<file path="src/cod_pkg.sv">
// Package for the opcode decoder and execution timing block
`default_nettype none
package cod_pkg;
    localparam int CLOCK_PERIOD_NS = 4;
    localparam logic [3:0] HALF_CARRY_BIT = 4'hB;
    localparam logic [3:0] BRANCH_ROW = 4'h4;
    localparam logic [3:0] IMM_ROW_FIRST = 4'h8;
    localparam logic [3:0] SHARED_SEL_BIT = 4'h7;
    localparam logic [3:0] MEM_STATES = 4'h2;
    localparam logic [3:0] INTERNAL_STATES = 4'h1;
    localparam logic [3:0] PERIPH_FAST_STATES = 4'h2;
    localparam logic [3:0] PERIPH_SLOW_STATES = 4'h3;
    localparam logic [11:0] COPY_STATES_PER_BYTE = 12'h004;
    localparam logic [11:0] COPY_FIXED_STATES = 12'h009;
    localparam logic [7:0] COPY_OPCODE = 8'h7B;
    localparam logic [7:0] DIVIDE_OPCODE = 8'h51;
    localparam logic [7:0] DAA_OPCODE = 8'h0F;
    localparam logic [7:0] DAS_OPCODE = 8'h1F;
    localparam logic [7:0] ADD_WITH_CARRY_INSTR_OPCODE = 8'h0E;
    localparam logic [7:0] SUB_WITH_CARRY_INSTR_OPCODE = 8'h1E;
    localparam logic [7:0] INDIRECT_MOVE_OPCODE = 8'h6D;

    typedef enum logic [4:0] {
        OP_OTHER, OP_ADD, OP_ADD_WITH_CARRY_INSTR, OP_CMP, OP_SUB_WITH_CARRY_INSTR, OP_OR, OP_XOR, OP_AND, OP_MOV,
        OP_BRANCH, OP_COPY, OP_DIVIDE, OP_DAA, OP_DAS, OP_SHARED_A, OP_SHARED_B,
        OP_PUSH_POP, OP_SUB
    } cod_op_type;

    typedef struct packed {
        logic c;
        logic v;
        logic z;
        logic n;
        logic h;
    } cod_flags_type;

    typedef struct packed {
        cod_op_type op;
        logic [3:0] cond;
        logic imm_byte;
    } cod_decode_type;

    typedef struct packed {
        logic [3:0] fetch;
        logic [3:0] branch_read;
        logic [3:0] stack;
        logic [3:0] byte_data;
        logic [3:0] word_data;
        logic [3:0] internal;
    } cod_cycles_type;

    typedef enum {ST_IDLE, ST_READ, ST_WRITE, ST_DONE} cod_copy_state_type;

    typedef struct packed {
        cod_copy_state_type state;
        logic [7:0] count;
        logic [15:0] src;
        logic [15:0] dst;
        logic [7:0] data;
        logic [11:0] states;
        logic busy;
    } cod_copy_type;
endpackage
`default_nettype wire

</file>
<file path="src/cod_decoder.sv">
// Opcode decoder, flag update and execution-state counter
// Function
// RULE_01 - Affected add, subtract and compare set half-carry on a carry or borrow out of bit 11, else clear it. Code: word size only, byte size keeps h.
// RULE_02 - Extended add and subtract with carry keep the old zero flag on a zero result and clear it otherwise.
// RULE_03 - Decimal adjust sets carry when the adjustment carries, else keeps the carry from before.
// RULE_04 - Block copy takes four states per byte plus nine, the byte count being the copy count low byte.
// RULE_05 - Unsigned divide sets negative when the divisor sign bit is one, else clears it.
// RULE_06 - Unsigned divide sets zero when the divisor is zero, else clears it.
// RULE_07 - The primary operation comes from bits 15 to 8 of the first word, high nibble row, low nibble column.
// RULE_08 - Shared first-byte cells are split by bit 7 of the first word.
// RULE_09 - High nibble 4 decodes as sixteen conditional branches in the listed condition order.
// RULE_10 - Push and pop are the indirect move through the stack pointer with no opcode of their own.
// RULE_11 - Execution length is the sum over six cycle types of count times that type's state length.
// RULE_12 - On-chip memory accesses take two states and internal cycles one state.
// RULE_13 - A byte access to a peripheral takes two or three states depending on the module.
// RULE_14 - Block copy repeats a byte move with pointer increments and count decrement until the count is zero.
// RULE_15 - High nibbles 8 to F decode as byte immediate add, addc, compare, subc, or, xor, and, move.
`default_nettype none
module cod_decoder
    import cod_pkg::*;
(
    // Clock and reset
    input wire logic clock,
    input wire logic rst,
    // Instruction
    input wire logic issue,
    input wire logic [15:0] instr_word,
    // Operands
    input wire logic [15:0] operand_a,
    input wire logic [15:0] operand_b,
    input wire logic is_subtract,
    input wire logic word_size,
    input wire logic [7:0] adjust_value,
    input wire logic adjust_carry,
    input wire logic [15:0] divisor,
    input wire logic [3:0] stack_ptr_reg,
    // Cycle counts and access location
    input wire cod_cycles_type cycles,
    input wire logic data_in_periph,
    input wire logic periph_slow,
    // Block copy operands
    input wire logic [7:0] copy_count_reg,
    input wire logic [15:0] copy_source_ptr,
    input wire logic [15:0] copy_dest_ptr,
    // Memory port
    output logic mem_rd,
    output logic mem_wr,
    output logic [15:0] mem_addr,
    output logic [7:0] mem_wdata,
    input wire logic [7:0] mem_rdata,
    // Results
    output cod_decode_type decoded,
    output cod_flags_type condition_flags_reg,
    output logic [11:0] exec_states,
    output logic copy_busy,
    output logic copy_done,
    output logic [7:0] copy_count_out,
    output logic [15:0] copy_source_out,
    output logic [15:0] copy_dest_out
);
    typedef struct packed {
        cod_decode_type dec;
        cod_flags_type flags;
        logic [11:0] states;
    } cod_state_type;

    cod_state_type s_r, s_nxt;
    cod_decode_type dec_c;
    logic [7:0] first_byte;
    logic [3:0] row;
    logic [3:0] col;
    logic shared_sel;
    logic [12:0] low_sum;
    logic [16:0] full_sum;
    logic [15:0] result;
    logic [3:0] data_len;
    logic [11:0] cycle_states;
    logic copy_start;
    logic copy_done_w;
    logic [11:0] copy_states;

    ////////////////////////////////////////////////////////////////////////////
    // Opcode decode
    assign first_byte = instr_word[15:8]; // RULE_07
    assign row = first_byte[7:4];
    assign col = first_byte[3:0];
    assign shared_sel = instr_word[SHARED_SEL_BIT]; // RULE_08

    always_comb begin
        dec_c.op = OP_OTHER;
        dec_c.cond = 4'h0;
        dec_c.imm_byte = 1'b0;
        if (row == BRANCH_ROW) begin
            dec_c.op = OP_BRANCH; // RULE_09
            dec_c.cond = col;
        end else if (row >= IMM_ROW_FIRST) begin
            dec_c.imm_byte = 1'b1; // RULE_15
            case (row)
                4'h8: dec_c.op = OP_ADD;
                4'h9: dec_c.op = OP_ADD_WITH_CARRY_INSTR;
                4'hA: dec_c.op = OP_CMP;
                4'hB: dec_c.op = OP_SUB_WITH_CARRY_INSTR;
                4'hC: dec_c.op = OP_OR;
                4'hD: dec_c.op = OP_XOR;
                4'hE: dec_c.op = OP_AND;
                default: dec_c.op = OP_MOV;
            endcase
        end else begin
            case (first_byte)
                COPY_OPCODE: dec_c.op = OP_COPY;
                DIVIDE_OPCODE: dec_c.op = OP_DIVIDE;
                DAA_OPCODE: dec_c.op = OP_DAA;
                DAS_OPCODE: dec_c.op = OP_DAS;
                ADD_WITH_CARRY_INSTR_OPCODE: dec_c.op = OP_ADD_WITH_CARRY_INSTR;
                SUB_WITH_CARRY_INSTR_OPCODE: dec_c.op = OP_SUB_WITH_CARRY_INSTR;
                8'h08, 8'h09: dec_c.op = OP_ADD;
                8'h18, 8'h19: dec_c.op = OP_SUB;
                8'h1C, 8'h1D: dec_c.op = OP_CMP;
                INDIRECT_MOVE_OPCODE: dec_c.op = (instr_word[6:4] == stack_ptr_reg[2:0]) ?
                    OP_PUSH_POP : OP_MOV; // RULE_10
                8'h11, 8'h17, 8'h67, 8'h74, 8'h75, 8'h76, 8'h77:
                    dec_c.op = shared_sel ? OP_SHARED_B : OP_SHARED_A; // RULE_08
                default: dec_c.op = OP_OTHER;
            endcase
        end
    end

    ////////////////////////////////////////////////////////////////////////////
    // Arithmetic for flags
    always_comb begin
        if (is_subtract) begin
            low_sum = {1'b0, operand_a[11:0]} - {1'b0, operand_b[11:0]};
            full_sum = {1'b0, operand_a} - {1'b0, operand_b};
        end else begin
            low_sum = {1'b0, operand_a[11:0]} + {1'b0, operand_b[11:0]};
            full_sum = {1'b0, operand_a} + {1'b0, operand_b};
        end
        result = word_size ? full_sum[15:0] : {8'h00, full_sum[7:0]};
    end

    ////////////////////////////////////////////////////////////////////////////
    // Execution-state sum
    always_comb begin
        if (data_in_periph) begin
            data_len = periph_slow ? PERIPH_SLOW_STATES : PERIPH_FAST_STATES; // RULE_13
        end else begin
            data_len = MEM_STATES; // RULE_12
        end
        // Widen before multiplying so that a product above 15 keeps its upper bits
        cycle_states = (12'(cycles.fetch) * 12'(MEM_STATES)) + (12'(cycles.branch_read) * 12'(MEM_STATES)) // RULE_11
            + (12'(cycles.stack) * 12'(MEM_STATES)) + (12'(cycles.byte_data) * 12'(data_len))
            + (12'(cycles.word_data) * 12'(MEM_STATES)) + (12'(cycles.internal) * 12'(INTERNAL_STATES));
    end

    ////////////////////////////////////////////////////////////////////////////
    // State update
    assign copy_start = issue && (dec_c.op == OP_COPY);

    always_comb begin
        s_nxt = s_r;
        if (issue) begin
            s_nxt.dec = dec_c;
            s_nxt.states = cycle_states;
            case (dec_c.op)
                OP_ADD, OP_SUB, OP_CMP: begin
                    if (word_size) begin
                        s_nxt.flags.h = low_sum[12]; // RULE_01
                    end
                    s_nxt.flags.z = (result == 16'h0000);
                    s_nxt.flags.c = word_size ? full_sum[16] : full_sum[8];
                end
                OP_ADD_WITH_CARRY_INSTR, OP_SUB_WITH_CARRY_INSTR: begin
                    if (result != 16'h0000) begin
                        s_nxt.flags.z = 1'b0; // RULE_02
                    end
                    s_nxt.flags.c = word_size ? full_sum[16] : full_sum[8];
                end
                OP_DAA, OP_DAS: begin
                    if (adjust_carry) begin
                        s_nxt.flags.c = 1'b1; // RULE_03
                    end
                    s_nxt.flags.z = (adjust_value == 8'h00);
                end
                OP_DIVIDE: begin
                    s_nxt.flags.n = divisor[7]; // RULE_05
                    s_nxt.flags.z = (divisor[7:0] == 8'h00); // RULE_06
                end
                default: s_nxt.flags = s_r.flags;
            endcase
        end
        if (copy_done_w) begin
            s_nxt.states = copy_states; // RULE_04
        end
    end

    always_ff @(posedge clock or posedge rst) begin
        if (rst) begin
            s_r <= '0;
        end else begin
            s_r <= s_nxt;
        end
    end

    ////////////////////////////////////////////////////////////////////////////
    // Block copy
    cod_copy_engine u_copy (
        .clock(clock),
        .rst(rst),
        .start(copy_start),
        .count_in(copy_count_reg),
        .src_in(copy_source_ptr),
        .dst_in(copy_dest_ptr),
        .mem_rd(mem_rd),
        .mem_wr(mem_wr),
        .mem_addr(mem_addr),
        .mem_wdata(mem_wdata),
        .mem_rdata(mem_rdata),
        .busy(copy_busy),
        .done(copy_done_w),
        .count_out(copy_count_out),
        .src_out(copy_source_out),
        .dst_out(copy_dest_out),
        .states_used(copy_states)
    );

    assign copy_done = copy_done_w;
    assign decoded = s_r.dec;
    assign condition_flags_reg = s_r.flags;
    assign exec_states = s_r.states;
endmodule
`default_nettype wire

</file>
<file path="src/cod_copy_engine.sv">
// Block-copy sequencer: moves bytes and counts execution states
`default_nettype none
module cod_copy_engine
    import cod_pkg::*;
(
    // Clock and reset
    input wire logic clock,
    input wire logic rst,
    // Start and operands
    input wire logic start,
    input wire logic [7:0] count_in,
    input wire logic [15:0] src_in,
    input wire logic [15:0] dst_in,
    // Memory port
    output logic mem_rd,
    output logic mem_wr,
    output logic [15:0] mem_addr,
    output logic [7:0] mem_wdata,
    input wire logic [7:0] mem_rdata,
    // Status
    output logic busy,
    output logic done,
    output logic [7:0] count_out,
    output logic [15:0] src_out,
    output logic [15:0] dst_out,
    output logic [11:0] states_used
);
    cod_copy_type s_r, s_nxt;

    always_comb begin
        s_nxt = s_r;
        case (s_r.state)
            ST_IDLE: begin
                if (start) begin
                    s_nxt.count = count_in;
                    s_nxt.src = src_in;
                    s_nxt.dst = dst_in;
                    s_nxt.busy = 1'b1;
                    s_nxt.states = COPY_FIXED_STATES; // RULE_04
                    s_nxt.state = (count_in != 8'h00) ? ST_READ : ST_DONE; // RULE_14
                end
            end
            ST_READ: begin
                s_nxt.data = mem_rdata;
                s_nxt.state = ST_WRITE;
            end
            ST_WRITE: begin
                s_nxt.src = s_r.src + 16'h0001; // RULE_14
                s_nxt.dst = s_r.dst + 16'h0001;
                s_nxt.count = s_r.count - 8'h01;
                s_nxt.states = s_r.states + COPY_STATES_PER_BYTE; // RULE_04
                s_nxt.state = (s_r.count == 8'h01) ? ST_DONE : ST_READ;
            end
            ST_DONE: begin
                s_nxt.busy = 1'b0;
                s_nxt.state = ST_IDLE;
            end
            default: s_nxt.state = ST_IDLE;
        endcase
    end

    always_ff @(posedge clock or posedge rst) begin
        if (rst) begin
            s_r <= '{state: ST_IDLE, count: 8'h00, src: 16'h0000, dst: 16'h0000,
                     data: 8'h00, states: 12'h000, busy: 1'b0};
        end else begin
            s_r <= s_nxt;
        end
    end

    assign mem_rd = (s_r.state == ST_READ);
    assign mem_wr = (s_r.state == ST_WRITE);
    assign mem_addr = (s_r.state == ST_WRITE) ? s_r.dst : s_r.src;
    assign mem_wdata = s_r.data;
    assign busy = s_r.busy;
    assign done = (s_r.state == ST_DONE);
    assign count_out = s_r.count;
    assign src_out = s_r.src;
    assign dst_out = s_r.dst;
    assign states_used = s_r.states;
endmodule
`default_nettype wire

</file>
<file path="config.mk">
export PLATFORM = sky130hd
export DESIGN_NAME = cod_decoder
export DESIGN_NICKNAME = d
export VERILOG_FILES = /design/src/cod_pkg.sv /design/src/cod_decoder.sv /design/src/cod_copy_engine.sv
export SDC_FILE = /design/constraint.sdc
export NUM_CORES = 1
export LEC_CHECK = 0
export ABC_AREA = 1
export BUFFER_PORTS_ARGS = -buffer_cell sky130_fd_sc_hd__buf_2
export CAP_MARGIN = 20
export CORE_ASPECT_RATIO = 1.4
export CORE_MARGIN = 1
export CORE_UTILIZATION = 52
export CTS_BUF_LIST = sky130_fd_sc_hd__clkbuf_2
export DETAILED_ROUTE_END_ITERATION = 6
export MAX_ROUTING_LAYER = met4
export PLACE_DENSITY = 0.82
export RECOVER_POWER = 25
export SLEW_MARGIN = 20
export SYNTH_ARGS = -nofsm -noshare
export SYNTH_HDL_FRONTEND = slang
export SYNTH_SLANG_ARGS = --single-unit
export TNS_END_PERCENT = 5
</file>
<file path="constraint.sdc">
create_clock -name clock -period 2.8 [get_ports clock]
set_input_delay 0.28 -clock clock [delete_from_list [all_inputs] [get_ports clock]]
set_output_delay 0.28 -clock clock [all_outputs]
set_load 0.05 [all_outputs]
</file>
; After elaboration in Yosys (flattened, before gate mapping)
; Cells that the tools add are included.
; W data, S select, Z words.
[totals]
ff_bits = 119
in_bits = 156
out_inout_bits = 95
[classes]
add_sub_neg = 13
mul = 1
order_cmp = 1
eq_ne = 48
mux = 30
reduce_logical = 26
[op_table]
columns = cell, n
row1 = $eq A32 B2 Y1 const B, 3
row2 = $pmux W32 S3, 1
row3 = $pmux W40 S2, 1
row4 = $mux W72, 1
row5 = $eq A32 B3 Y1 const B, 2
row6 = $eq A8 B5 Y1 const B, 8
row7 = $eq A8 B7 Y1 const B, 8
row8 = $pmux W5 S11, 1
row9 = $add A16 B1 Y16 const B, 2
row10 = $eq A32 B1 Y1 const B, 1
row11 = $eq A8 B4 Y1 const B, 4
row12 = $logic_not A32 Y1, 1
row13 = $mux W16, 2
row14 = $eq A4 B4 Y1 const B, 7
row15 = $pmux W4 S7, 1
row16 = $mux W13, 2
row17 = $mux W12, 2
row18 = $pmux W12 S2, 1
row19 = $eq A5 B4 Y1 const B, 4
row20 = $add A16 B16 Y17, 1
row21 = $mux W17, 1
row22 = $sub A16 B16 Y17, 1
row23 = $logic_not A16 Y1, 1
row24 = $logic_not A8 Y1, 2
row25 = other kinds (36), 61

; Depth between registers and ports, before layout
[logic_depth]
depth_word = 9
depth_mapped = 27
mapped_depth_nobuf = 27

; Cells and area by module
; Synthesis repeated with hierarchy kept, for this count alone.
[unflattened]
hier_cells = 1234
hier_area_um2 = 8142.8
[by_module_without_submodules]
columns = mod, instances, cells_per_inst, area_per_inst_um2, seq_area_each_um2
row1 = cod_copy_engine, 1, 631, 4408.0, 1551.5
row2 = cod_decoder, 1, 603, 3734.8, 650.6

; Worst setup path before layout
; Ideal clock, no wire load.
[synth_path]
path_kind = input to register
from = in data_in_periph
to = reg s_r, in the netlist exec_states[6]
setup_ns = 0.138
arrival_ns = 3.516
required_time_ns = 2.662
path_slack_ns = -0.854
cell_stages = 15
cell_sequence = nand2_1 inv_1 nand2_1 fa_1 fa_1 fa_1 inv_1 fa_1 inv_1 fa_1 nor2_1 or2_2 a21oi_1 xor2_1 o221ai_1
[synth_via]
elab_chain_cells = 7
[synth_rtl]
columns = element, line
row1 = "start, declared", cod_decoder.sv:39  ; input wire logic data_in_periph,
row2 = $mux W1, cod_decoder.sv:144  ; if (data_in_periph) begin
row3 = $mul A4 B4 Y8, cod_decoder.sv:151  ; + (12'(cycles.stack) * 12'(MEM_STATES)) + (12'(cycles.byte_data) * 12'(data_len))
row4 = $add A7 B8 Y9, cod_decoder.sv:151
row5 = $add A9 B5 Y10, cod_decoder.sv:152  ; + (12'(cycles.word_data) * 12'(MEM_STATES)) + (12'(cycles.internal) * 12'(INTERNAL_STATES));
row6 = $add A10 B4 Y11, cod_decoder.sv:152
row7 = $mux W12, cod_decoder.sv:161  ; if (issue) begin
row8 = $mux W12, cod_decoder.sv:191  ; if (copy_done_w) begin
row9 = "end signal, assigned", cod_decoder.sv:200  ; s_r <= s_nxt;
row10 = "end, declared", cod_decoder.sv:67  ; cod_state_type s_r, s_nxt;
; No other way between the ends. The select of a mux whose other input is x is not followed.
; A chain may end at the register's enable or synchronous reset.

; Worst setup path in the final report
; Same ends and word-level chain as after synthesis.

==> summary.md <==
| Metric | Value |
|---|---|
| Max Cap Violations | 1 |
| Slowest cell delay on critical path | 0.58 ns |
| Total power | 8176 uW |
| Critical Path Sink Type | flop |
| Iteration-0 DRC Markers | 513 |
| # port buffers | 236 |
| I/O pins | 251 |
| Finish-stage setup viols | 5 |
| Residual DRC | 0 |
| Cell variety after synth | 49 |
| Yosys top cell by area | dfrtp_1 |
| Average vias per placed instance | 5.162 |
| Setup CP Type | in -> reg |
| Period utilisation layout | 1.097 |
| Ys Warns | 0 |
| GPL Wtd Cong | 0.8710 |
| TritonCTS Buffers | 9 |
| 1st-pass router iterations | 5 |
| Cell Chain, Critical Path | buf_6, nand2_4, inv_4, nand2_2, fa_2, fa_2, fa_2, inv_2, ha_4, ha_4, inv_2, fa_2, nor2_4, or2_4, a21oi_2, xor2_1, o221ai_1 |
| Ys flop type | dfrtp_1 |
| Die area | 15340 um^2 |
| Total track usage | 0.2898 |
| Dominant cells by area after synthesis | dfrtp_1, nand2_1, inv_1 |
| Failing checks | max-capacitance violations, max-slew violations, negative setup slack |
| Initial antenna violation count | 1 |
| Crit-path max FO | 3 |
| Area growth from synthesis to layout | 27.02% |
| Fillers | 1239 |
| Compound-Gate Fraction of Synth Area | 0.1172 |
| Slack of the critical path | -0.2716 ns |
| Clock share of power | 0.085 |
| Dpl hpwl | 16180 um |
| Sequential power share | 0.267 |
| CP max stage cell | fa_2 |
| XOR/XNOR Fraction of Synth Area | 0.04084 |
| CTS tree | done |
| Status | finished with violations |
| Routed WL | 21530 um |
| Min cycle time layout | 3.072 ns |
| Slew headroom | -0.3708 |
| HP Class | in -> reg |
| Largest family of logic cells by synthesized area | simple AND/OR/NAND/NOR gates |
| Antenna viol nets, final | 0 |
| Vias in the first global route | 8063 |
| RSZ-0062 raised after global routing | yes |
| Via count | 8290 |
| Critical path's top delay family | adder cells |
| Final count of pins violating max slew | 43 |
| Critical Path AT | 3.52 ns |
| Area share of the largest cell type after synthesis | 0.2853 |
| Fin area | 9806 um^2 |
| Syn Area/Cell | 6.778 um^2 |
| Clk_lat worst skew | 0.58 ns |
| Grt ovf | 0 |
| Min Hold Slack | 0.04657 ns |
| Combinational power share | 0.648 |
| FF+latch count, synth | 88 |
| Placed insts | 1541 |
| Clk root buf | clkbuf_2 |
| Synthesized area | 7720 um^2 |
| Register area share after synthesis | 0.2853 |
| Switching Fraction | 0.5709 |
| Post-synth EDFFs | 0 |
| DP Area | 9105 um^2 |
| Reg clk slew, reported paths | 0.25 ns |
| P_int | 3508 uW |
| Sw power | 4668 uW |
| Worst EP required | 3.25 ns |
| Area share of fa/ha/maj cells after synthesis | 0.09757 |
| PwrDens | 833.8 nW/um^2 |
| First-pass GRT wire length | 35010 um |
| Core area | 14510 um^2 |
| Non-Filler Instances | 1606 |
| Site Rows | 52 |
| Worst-case clock skew | 0.03391 ns |
| WL per Instance | 13.41 um |
| Fin. Hold Viols | 0 |
| Max clock buf depth | 2 |
| Layout cells sized above 1 | 0.2564 |
| Syn nets | 1345 |
| Top cell by count, worst path | fa_2 |
| Syn Inst Count | 1139 |
| Achievable Freq | 325.6 MHz |
| Startpoint Class | input pin |
| Nets | 1617 |
| CP bufs+invs | 4 |
| Proportion of synthesized area in mux cells | 0.001459 |
| Least-Margin Pin Slew | 2.045 ns |
| Post-Synth Simple-Gate Area | 0.3000 |
| Async SR Flop Fraction | 1.000 |
| IR drop worst, VDD | 0.6498 mV |
| H-tree Lvls | 3 |
| Largest net degree at the start of global routing | 51 |
| Clock sink count | 88 |
| Leak Pwr | 0.005378 uW |
| Starting Density | 0.5321 |
| Die Y | 146.2 um |
| Die span in x | 105.0 um |
==> metal layers <==
layer	vias up	GRT usage	wire (um)
li1	4111	-	-
met1	3807	0.3107	8403
met2	307	0.5258	11440
met3	65	0.03750	994
met4	0	0.1345	696
met5	-	-	0
==> cells in the final DEF (no fill, tap or decap), types with 4 or more instances in the layout <==
cell type	Yosys	routed
fa_2	0	4
xnor2_1	6	6
o22ai_1	4	4
nand3_1	64	64
nor3_1	12	10
a31oi_1	20	20
dlygate4sd3_1	0	48
o31ai_1	5	5
o211ai_1	18	18
buf_2	7	233
o21ai_1	2	4
inv_1	191	184
buf_4	50	50
nand2_2	8	11
nor2_1	109	101
o221ai_1	5	4
clkbuf_2	0	11
fa_1	17	13
xor2_1	30	30
ha_1	33	30
nor4_1	9	9
o21ai_0	64	62
nor2_2	5	11
nand2_1	308	304
a21oi_1	19	16
nand4_1	13	13
inv_2	3	8
dfrtp_1	88	88
==> Yosys cell counts, drive strengths merged (3+ instances only) <==
cell and count:
nand2 316, inv 194, nor2 115, dfrtp 88, nand3 67, o21ai 66
buf 61, ha 33, xor2 30, a31oi 20, a21oi 19, o211ai 18
fa 17, clkbuf 14, nand4 14, nor3 14, nor4 9, xnor2 6
o221ai 5, o31ai 5, o22ai 4, and2 3
==> worst min-delay path: stages <==
cell	delay, ns
buf_2	0.09
a32oi_1	0.05
o21ai_0	0.07
nand2_1	0.05
o21ai_0	0.06
==> path summary, 6_finish.rpt <==
check / end / cells past startpoint / slack (ns) / from
setup / recovery: exec_states[6] / 17 / -0.27 / data_in_periph
hold / removal: u_copy.dst_out[7] / 5 / 0.05 / copy_dest_ptr[7]
setup reg to reg: exec_states[3] / 5 / 0.64 / u_copy.s_r[61]
hold reg to reg: u_copy.states_used[0] / 2 / 0.50 / u_copy.states_used[0]
max in group asynchronous: exec_states[6] / 4 / 0.57 / rst
min in group asynchronous: u_copy.count_out[5] / 3 / 0.76 / rst
==> power by group through the flow <==
stage / clock, uW / combinational (uW) / sequential (uW)
6_report: 697 / 5300 / 2180
5_1_grt: 760 / 5760 / 2240
4_1_cts: 708 / 5180 / 2160
3_5_place_dp: 0 / 5100 / 2190
3_3_place_gp: 0 / 4990 / 2180
2_1_floorplan: 0 / 4050 / 2340
==> what timing repair did <==
| action | in CTS | in global routing |
|---|---|---|
| hold buffers | 48 | 0 |
| endpoints found under the hold margin | 88 | 0 |
| buffers inserted | 0 | 0 |
| setup endpoints to repair | 4 | 7 |
| resized for setup | 3 | 27 |
| pin swaps | 9 | 10 |
==> kinds of logic (layout without fill, tap and decap cells) <==
group,count (synthesis),after routing
xor+xnor,36,36
buf+inv,271,548
flops,88,88
mux,1,1
other cells,1,2
compound gates,149,149
simple gates,543,543
fa+ha+maj,50,50
==> through the flow <==
stage	utilization	setup TNS [ns]	worst slack (ns)
detailed placement	0.6275	-5.296	-0.9152
global route	0.6758	-1.391	-0.3329
finish	0.6758	-0.8129	-0.2716
floorplan	-	-2.678	-0.6566
CTS	0.6692	-0.5931	-0.2236
global placement	0.6275	-4.731	-0.8489
==> final cells by class <==
class | count | area (um^2) | area share
antenna | 1 | 2.502 | 0.0002552
clock buffer | 10 | 50.05 | 0.005104
clock inverter | 6 | 67.56 | 0.006890
inverter | 196 | 739.5 | 0.07541
multi-input combinational | 780 | 4427 | 0.4514
sequential | 88 | 2202 | 0.2246
tap | 189 | 236.5 | 0.02412
timing repair buffer | 336 | 2081 | 0.2122
Power figures use the tool's default switching activity.
